### src/atc_pkg.sv
package atc_pkg;

   // ------------------------------------------------------------
   // value width and saturation limits
   // ------------------------------------------------------------
   localparam int                    ATC_VAL_W   = 32;
   localparam logic [ATC_VAL_W-1:0]  ATC_VAL_RST = 32'h0000_0000;
   localparam logic [ATC_VAL_W-1:0]  ATC_VAL_MAX = 32'hffff_ffff;

   // ------------------------------------------------------------
   // time base
   // ------------------------------------------------------------
   localparam int ATC_CLK_PERIOD_NS = 8;
   localparam int ATC_NS_PER_MS     = 1000000;
   localparam int ATC_TICK_MS       = 1;
   localparam int ATC_TICK_CYCLES   =
      ATC_TICK_MS * ATC_NS_PER_MS / ATC_CLK_PERIOD_NS;
   localparam int ATC_HOUR_MS       = 3600000;

   // ------------------------------------------------------------
   // instance indices
   // ------------------------------------------------------------
   localparam int ATC_ACC_MS       = 0;  // on_time_accumulator
   localparam int ATC_ACC_MS_RED   = 1;  // reduced_on_time_accumulator
   localparam int ATC_ACC_HOUR     = 2;  // hour_on_time_accumulator
   localparam int ATC_ACC_N        = 3;
   localparam int ATC_CNT_DOWN     = 0;  // down_counter
   localparam int ATC_CNT_DOWN_RED = 1;  // reduced_down_counter
   localparam int ATC_CNT_UPDN     = 2;  // up_down_counter
   localparam int ATC_CNT_UPDN_RED = 3;  // reduced_up_down_counter
   localparam int ATC_CNT_UP       = 4;  // up_counter
   localparam int ATC_CNT_UP_RED   = 5;  // reduced_up_counter
   localparam int ATC_CNT_HELD     = 6;  // enable_held_up_counter
   localparam int ATC_CNT_N        = 7;

   typedef enum {ATC_KIND_DOWN, ATC_KIND_UPDN, ATC_KIND_UP,
                 ATC_KIND_HELD} atc_kind_t;

   // ------------------------------------------------------------
   // carriers
   // ------------------------------------------------------------
   typedef struct packed {
      logic                 permit;
      logic                 gate;
      logic                 clearRequest;
      logic [ATC_VAL_W-1:0] presetDuration;
   } atc_acc_ctl_t;

   typedef struct packed {
      logic                 outputValidFlag;
      logic                 done;
      logic [ATC_VAL_W-1:0] elapsedTotal;
   } atc_acc_sts_t;

   typedef struct packed {
      logic                 permit;
      logic                 upPulse;
      logic                 downPulse;
      logic                 clearRequest;
      logic                 preloadRequest;
      logic [ATC_VAL_W-1:0] presetCount;
   } atc_cnt_ctl_t;

   typedef struct packed {
      logic                 outputValidFlag;
      logic                 upperReachedFlag;
      logic                 zeroReachedFlag;
      logic [ATC_VAL_W-1:0] countValue;
   } atc_cnt_sts_t;

   function automatic atc_kind_t atc_kind_of(input int idx);
      atc_kind_t k;
      k = ATC_KIND_HELD;
      if (idx <= ATC_CNT_DOWN_RED) k = ATC_KIND_DOWN;
      else if (idx <= ATC_CNT_UPDN_RED) k = ATC_KIND_UPDN;
      else if (idx <= ATC_CNT_UP_RED) k = ATC_KIND_UP;
      return k;
   endfunction : atc_kind_of

endpackage : atc_pkg

### src/atc_accum.sv
`timescale 1ns/1ps
module atc_accum
   import atc_pkg::*;
#(
   parameter bit HAS_PERMIT = 1'b1,
   parameter int UNIT_MS    = 1
) (
   // clock and reset
   input  wire logic   core_clk,
   input  wire logic   sys_rst,
   // time base
   input  wire logic   msTick,
   // control and status
   input  atc_acc_ctl_t ctl,
   output atc_acc_sts_t sts
);

   logic [31:0]  subMs_q;
   logic [31:0]  subMs_d;
   atc_acc_sts_t sts_q;
   atc_acc_sts_t sts_d;

   // ------------------------------------------------------------
   // decode
   // ------------------------------------------------------------
   wire run      = HAS_PERMIT ? ctl.permit : 1'b1;
   wire unitDone = (subMs_q == 32'(UNIT_MS - 1));
   wire atMax    = (sts_q.elapsedTotal == ATC_VAL_MAX);

   // next state
   always_comb begin
      subMs_d = subMs_q;
      sts_d   = sts_q;
      sts_d.outputValidFlag = HAS_PERMIT & run;
      if (!run) begin
         subMs_d = 32'h0000_0000;
         sts_d   = '0;
      end else if (ctl.clearRequest) begin
         subMs_d            = 32'h0000_0000; // clear beats gate
         sts_d.done         = 1'b0;
         sts_d.elapsedTotal = ATC_VAL_RST;
      end else begin
         if (ctl.gate && msTick) begin // frozen while gate low
            if (unitDone) begin
               subMs_d = 32'h0000_0000;
               if (!atMax) // saturate
                  sts_d.elapsedTotal = sts_q.elapsedTotal + 32'h0000_0001;
            end else begin
               subMs_d = subMs_q + 32'h0000_0001;
            end
         end
         sts_d.done = sts_q.done |
                      (sts_d.elapsedTotal >= ctl.presetDuration);
      end
   end

   // state registers
   always_ff @(posedge core_clk or posedge sys_rst) begin
      if (sys_rst) begin
         subMs_q <= 32'h0000_0000;
         sts_q   <= '0;
      end else begin
         subMs_q <= subMs_d;
         sts_q   <= sts_d;
      end
   end

   assign sts = sts_q;

endmodule : atc_accum

### src/atc_tick_gen.sv
`timescale 1ns/1ps
module atc_tick_gen
   import atc_pkg::*;
#(
   parameter int TICK_CYCLES = ATC_TICK_CYCLES
) (
   // clock and reset
   input  wire logic core_clk,
   input  wire logic sys_rst,
   // one-cycle millisecond tick
   output logic      msTick
);

   logic [31:0] div_q;
   logic        tick_q;
   wire         wrap = (div_q == 32'(TICK_CYCLES - 1));

   // ------------------------------------------------------------
   // free-running millisecond divider
   // ------------------------------------------------------------
   always_ff @(posedge core_clk or posedge sys_rst) begin
      if (sys_rst) begin
         div_q  <= 32'h0000_0000;
         tick_q <= 1'b0;
      end else begin
         div_q  <= wrap ? 32'h0000_0000 : div_q + 32'h0000_0001;
         tick_q <= wrap; // one-cycle tick every TICK_CYCLES clocks, one millisecond by default
      end
   end

   assign msTick = tick_q;

endmodule : atc_tick_gen

### src/atc_timer_counter.sv
`timescale 1ns/1ps
module atc_timer_counter
   import atc_pkg::*;
#(
   parameter int TICK_CYCLES = ATC_TICK_CYCLES,
   parameter int HOUR_MS     = ATC_HOUR_MS
) (
   // clock and reset
   input  wire logic                     core_clk,
   input  wire logic                     sys_rst,
   // accumulator controls and status
   input  atc_acc_ctl_t [ATC_ACC_N-1:0]  accCtl,
   output atc_acc_sts_t [ATC_ACC_N-1:0]  accSts,
   // counter controls and status
   input  atc_cnt_ctl_t [ATC_CNT_N-1:0]  cntCtl,
   output atc_cnt_sts_t [ATC_CNT_N-1:0]  cntSts
);

   // ------------------------------------------------------------
   // time base
   // ------------------------------------------------------------
   logic msTick;

   // shared millisecond tick for all accumulators
   atc_tick_gen #(
      .TICK_CYCLES (TICK_CYCLES)
   ) uTick (
      .core_clk (core_clk),
      .sys_rst  (sys_rst),
      .msTick   (msTick)
   );

   // ------------------------------------------------------------
   // accumulators
   // ------------------------------------------------------------

   // millisecond accumulator with run permit
   atc_accum #(
      .HAS_PERMIT (1'b1),
      .UNIT_MS    (1)
   ) uAccMs (
      .core_clk (core_clk),
      .sys_rst  (sys_rst),
      .msTick   (msTick),
      .ctl      (accCtl[ATC_ACC_MS]),
      .sts      (accSts[ATC_ACC_MS])
   );

   // reduced millisecond accumulator, always running
   atc_accum #(
      .HAS_PERMIT (1'b0),
      .UNIT_MS    (1)
   ) uAccMsRed (
      .core_clk (core_clk),
      .sys_rst  (sys_rst),
      .msTick   (msTick),
      .ctl      (accCtl[ATC_ACC_MS_RED]),
      .sts      (accSts[ATC_ACC_MS_RED])
   );

   // hour accumulator: reduced behaviour, hour units
   atc_accum #(
      .HAS_PERMIT (1'b0),
      .UNIT_MS    (HOUR_MS)
   ) uAccHour (
      .core_clk (core_clk),
      .sys_rst  (sys_rst),
      .msTick   (msTick),
      .ctl      (accCtl[ATC_ACC_HOUR]),
      .sts      (accSts[ATC_ACC_HOUR])
   );

   // ------------------------------------------------------------
   // pulse counters
   // ------------------------------------------------------------
   for (genvar g = 0; g < ATC_CNT_N; g++) begin : gCnt
      localparam atc_kind_t KIND    = atc_kind_of(g);
      localparam bit        REDUCED = (g == ATC_CNT_DOWN_RED) ||
                                      (g == ATC_CNT_UPDN_RED) ||
                                      (g == ATC_CNT_UP_RED);
      localparam bit        HAS_EO  = !REDUCED && (g != ATC_CNT_HELD);

      logic                 upPrev_q;
      logic                 downPrev_q;
      atc_cnt_sts_t         sts_q;
      atc_cnt_sts_t         sts_d;
      logic [ATC_VAL_W-1:0] stepUpDn;

      // decode of inputs against the previous sample
      wire                  run    = REDUCED ? 1'b1 : cntCtl[g].permit;
      wire                  rise   = cntCtl[g].upPulse & ~upPrev_q;
      wire                  fall   = ~cntCtl[g].downPulse & downPrev_q;
      wire [ATC_VAL_W-1:0]  cnt    = sts_q.countValue;
      wire [ATC_VAL_W-1:0]  preset = cntCtl[g].presetCount;
      wire                  atMax  = (cnt == ATC_VAL_MAX);
      wire                  atZero = (cnt == ATC_VAL_RST);
      wire [ATC_VAL_W-1:0]  incVal = atMax ? cnt : cnt + 32'h0000_0001;
      wire [ATC_VAL_W-1:0]  decVal = atZero ? cnt : cnt - 32'h0000_0001;
      wire                  belowP = (cnt < preset);

      // up-down step: simultaneous edges cancel, ends saturate
      always_comb begin
         stepUpDn = cnt;
         if (rise && !fall)
            stepUpDn = incVal;
         else if (fall && !rise)
            stepUpDn = decVal;
      end

      // next state per counter kind
      always_comb begin
         sts_d = sts_q;
         sts_d.outputValidFlag = HAS_EO & run;
         case (KIND)
            ATC_KIND_DOWN: begin
               if (!run) begin
                  sts_d.upperReachedFlag = 1'b0;
                  sts_d.zeroReachedFlag  = 1'b0;
                  sts_d.countValue       = preset;
               end else if (cntCtl[g].preloadRequest) begin
                  sts_d.zeroReachedFlag  = 1'b0;
                  sts_d.countValue       = preset;
               end else begin
                  if (rise)
                     sts_d.countValue = decVal; // stops at zero
                  sts_d.zeroReachedFlag = sts_q.zeroReachedFlag |
                     (sts_d.countValue == ATC_VAL_RST);
               end
            end
            ATC_KIND_UPDN: begin
               if (!run) begin
                  sts_d.upperReachedFlag = 1'b0;
                  sts_d.zeroReachedFlag  = 1'b0;
                  sts_d.countValue       = preset;
               end else if (cntCtl[g].preloadRequest) begin
                  sts_d.upperReachedFlag = 1'b1;
                  sts_d.zeroReachedFlag  = 1'b0;
                  sts_d.countValue       = preset;
               end else if (cntCtl[g].clearRequest) begin
                  sts_d.upperReachedFlag = 1'b0;
                  sts_d.zeroReachedFlag  = 1'b1;
                  sts_d.countValue       = ATC_VAL_RST;
               end else begin
                  sts_d.countValue       = stepUpDn;
                  sts_d.upperReachedFlag =
                     (stepUpDn >= preset);
                  sts_d.zeroReachedFlag  =
                     (stepUpDn == ATC_VAL_RST);
               end
            end
            ATC_KIND_UP: begin
               sts_d.zeroReachedFlag = 1'b0;
               if (!run) begin
                  sts_d.upperReachedFlag = 1'b0;
                  sts_d.countValue       = ATC_VAL_RST;
               end else if (cntCtl[g].clearRequest) begin
                  sts_d.upperReachedFlag = 1'b0;
                  sts_d.countValue       = ATC_VAL_RST;
               end else begin
                  if (rise)
                     sts_d.countValue = incVal;
                  sts_d.upperReachedFlag = sts_q.upperReachedFlag |
                     (sts_d.countValue >= preset);
               end
            end
            ATC_KIND_HELD: begin
               sts_d.zeroReachedFlag = 1'b0;
               if (!run) begin
                  sts_d.upperReachedFlag = 1'b0;
                  sts_d.countValue       = ATC_VAL_RST;
               end else begin
                  if (rise && belowP)
                     sts_d.countValue = incVal; // counts up to preset
                  sts_d.upperReachedFlag = sts_q.upperReachedFlag |
                     (sts_d.countValue >= preset);
               end
            end
            default: begin
               sts_d = '0;
            end
         endcase
      end

      // edge samples and counter state
      always_ff @(posedge core_clk or posedge sys_rst) begin
         if (sys_rst) begin
            upPrev_q   <= 1'b0;
            downPrev_q <= 1'b0;
            sts_q      <= '0;
         end else begin
            upPrev_q   <= cntCtl[g].upPulse;
            downPrev_q <= cntCtl[g].downPulse;
            sts_q      <= sts_d;
         end
      end

      assign cntSts[g] = sts_q;
   end

endmodule : atc_timer_counter

### config.mk
export PLATFORM = sky130hd
export DESIGN_NAME = atc_timer_counter
export DESIGN_NICKNAME = d
export VERILOG_FILES = /design/src/atc_pkg.sv /design/src/atc_accum.sv /design/src/atc_tick_gen.sv /design/src/atc_timer_counter.sv
export SDC_FILE = /design/constraint.sdc
export NUM_CORES = 2
export LEC_CHECK = 0
export ABC_AREA = 1
export BUFFER_PORTS_ARGS = -buffer_cell sky130_fd_sc_hd__buf_2
export CORE_MARGIN = 2
export CORE_UTILIZATION = 40
export DETAILED_ROUTE_END_ITERATION = 7
export HOLD_SLACK_MARGIN = 0.05
export PLACE_DENSITY = 0.65
export SLEW_MARGIN = 20
export SYNTH_ARGS = -nofsm -noshare
export SYNTH_HDL_FRONTEND = slang
export SYNTH_SLANG_ARGS = --single-unit
export TNS_END_PERCENT = 1
### constraint.sdc
create_clock -name core_clk -period 14 [get_ports core_clk]
set_input_delay 0.7 -clock core_clk [delete_from_list [all_inputs] [get_ports core_clk]]
set_output_delay 0.7 -clock core_clk [all_outputs]
set_load 0.02 [all_outputs]
==> reports/qor.yml <==
cts_setup_buffers: 0
rows: 116
synth.most_common_cell: "nand2_1"
port_buffers: 685
io_pins: 713
whs_path_depth: 1
clkLatencyLatePin_ns: 0.68
cts_made_buffers: 61
cts_tree: "built"
finalWorstSetupSlack_ns: 9.63
vias: 41985
ff2ff_setup_slack_ns: 9.63
yosysSeqAreaShare_pct: 29.3
whs_endpoint: "cntSts[34]"
clock_tree.buffer_depth: 3
nFillCells: 10405
drc_errors: 0
syn_area_per_cell_sq_um: 6.63
fin_crit_sh_pct: 31.2
cap_violations: 0
cp_max_fo: 5
slew-limit-headroom_pct: 22.5
whs_ns: 0.145
ff_latch_area_sq_mm: 0.0119
grt_max_degree: 164
netlist.area_leader.share_pct: 29.3
start_util_pct: 40.4
r2r_start: "gCnt[4].cnt[0]"
fmax_mhz: 229
antenna_found_initial: 15
fin_cells: 8097
worst_slew_pin_slew_ns: 1.16
syn2layout_area_growth_pct: 17.2
multi_input_area_sq_mm: 0.0240
wl_um: 138000
synth_cell_type_count: 68
synth_common_cells: "nand2_1 (1,353), inv_1 (1,049), nor2_1 (836)"
root_buffer: "clkbuf_16"
critPathRequiredTime_ns: 14.55
peakVddDrop_uv: 98.2
synth_top_cell_by_area: "dfrtp_1"
pre_cts_ws_ns: 9.35
status: "completed"
critPathKind: "reg -> reg"
finalNetCount: 7412
firstDrtPassIters: 6
die_y_um: 322
gp_congestion: 0.999
syn_area_sq_mm: 0.0405
ff2ff_path_depth: 18
cts_htree_levels: 2
cts.sinks: 474
synth_cells: 6099
grt_usage_pct: 25.8
synth_ff_type: "dfrtp_1"
final.setup.tns_ns: 0
cts_resized: 0
die_area_sq_mm: 0.104
grt_overflow_total: 0
worst_ep_arrival_time_ns: 4.92
grt_pass1_wl_um: 214000
finalCriticalPeriod_ns: 4.37
viasPerCell: 5.19
holdCritPathClass: "in -> reg"
power_density_mw_per_mm2: 85.1
grt_pass1_vias: 39548
p_leak_nw: 25.3
slew_viol_final: 0
hold_viol: 0
yosys_warnings: 0
hp-start: "cntCtl[36]"
wl_per_cell_um: 17.1
synth_edf_count: 0
layout-drive-gt1-share_pct: 13.7
clock_skew_ns: 0.0263
core_sq_mm: 0.100
r2r_end: "cntSts[173]"
yosys-top-cells-area: "dfrtp_1 (29%), nand2_1 (13%), inv_1 (9.7%), ha_1 (9.5%), nor2_1 (7.8%)"
finalSetupViolations: 0
clkSlewWorstSetupHoldPaths_ns: 0.06
dp.final_hpwl_um: 110000
start_kind: "flip-flop"
die_width_um: 322
synth-seq-cells: 474
fin_util_pct: 47.3
end_kind: "flip-flop"
rsz0062_at_grt: "false"
drtIter0Drc: 3306
postRouteAntennaNets: 0
synthArstFlopShare_pct: 100
numPlacedInstances: 7974
ctsHoldBuffers: 0
worst max path at each step:
stage,startpoint,end,slack [ns]
3_5_place_dp,cntCtl[225],cntSts[243],9.35
2_1_floorplan,sys_rst,cntSts[102],0.08
4_1_cts,gCnt[6].cnt[1],cntSts[243],9.34
6_report,gCnt[4].cnt[0],cntSts[173],9.63
5_1_grt,uAccHour.subMs_q[29],uAccHour.sts[32],9.21
3_3_place_gp,cntCtl[225],cntSts[243],9.35
worst max-delay path, cell delays in order, from the launching register on:
cell,delay [ns]
dfrtp_1,0.42
ha_1,0.20
nand2_1,0.07
nor3_1,0.46
nor3b_1,0.48
nand2_1,0.19
nor2_1,0.34
nand2_1,0.14
nor2_1,0.18
nand2_1,0.10
xor2_1,0.18
inv_1,0.08
ha_1,0.29
nand4_1,0.11
a31oi_1,0.05
a2111oi_0,0.54
a21oi_1,0.19
o21ai_0,0.18
inv_1,0.05
metal layers:
layer / global-route usage, % / routed length, um / vias to the layer above
met5: 0 / 38 / -
met2: 41.4 / 62100 / 1264
met1: 34.5 / 61400 / 19510
met4: 9.68 / 5310 / 6
li1: - / - / 20931
met3: 4.62 / 9440 / 274
metrics by stage:
stage / cell area [sq um] / power, mW
after floorplan: 40500 / 1.98
after CTS: 47400 / 4.08
after detailed placement: 45100 / 2.24
final: 47400 / 4.03
after global placement: 45100 / 2.23
after global routing: 47400 / 4.23
flip-flops by register name, summed over array words and instances (netlist names), 12 cells and up:
signal             cells
cntSts                12
gCnt.cnt             224
uAccHour.sts          33
uAccHour.subMs_q      32
uAccMs.sts            34
uAccMs.subMs_q        32
uAccMsRed.sts         33
uAccMsRed.subMs_q     32
uTick.div_q           32
area by class of cell:
cell class	instances	share of cell area (%)
Sequential cell	474	25.0
Multi-Input combinational cell	4428	50.6
Tap cell	1298	3.43
Clock inverter	39	1.32
Inverter	1070	8.49
Timing Repair Buffer	704	7.57
Clock buffer	75	3.50
Antenna cell	9	0.0475
layout by cell type (no fill, tap or decap), drive strengths merged, types with 7 or more instances in the layout:
cell / n
o21ai: 250
clkinv: 23
xnor2: 49
o211ai: 8
a31oi: 21
or2: 9
clkbuf: 75
conb: 11
diode: 9
a21o: 7
o221a: 7
nor4: 73
buf: 704
nand2: 1375
o21a: 10
ha: 307
dfrtp: 474
a21oi: 187
nor3: 236
nor3b: 17
o22ai: 40
nand3b: 14
mux2i: 9
nor2: 866
nand4: 190
a211oi: 29
nand3: 406
bufinv: 15
xor2: 242
inv: 1065
and2: 21
cell families (layout without fill, tap and decap cells):
| family | count (synthesis) | in the layout | share of synthesized area, % |
|---|---|---|---|
| AO/OA/AOI/OAI | 591 | 591 | 8.24 |
| XOR/XNOR | 291 | 291 | 6.30 |
| buffers and inverters | 1207 | 1888 | 11.5 |
| adder cells (fa/ha/maj) | 307 | 307 | 9.49 |
| multiplexers | 9 | 9 | 0.223 |
| other | 1 | 20 | 0.00927 |
| AND/OR/NAND/NOR | 3219 | 3219 | 34.9 |
| flip-flops | 474 | 474 | 29.3 |
report_power, final:
| group | internal (mW) | total [mW] | switching (mW) |
|---|---|---|---|
| registers | 1.42 | 1.51 | 0.0894 |
| clock network | 1.12 | 1.81 | 0.692 |
| logic | 0.244 | 0.717 | 0.474 |
Power figures use the tool's default switching activity.
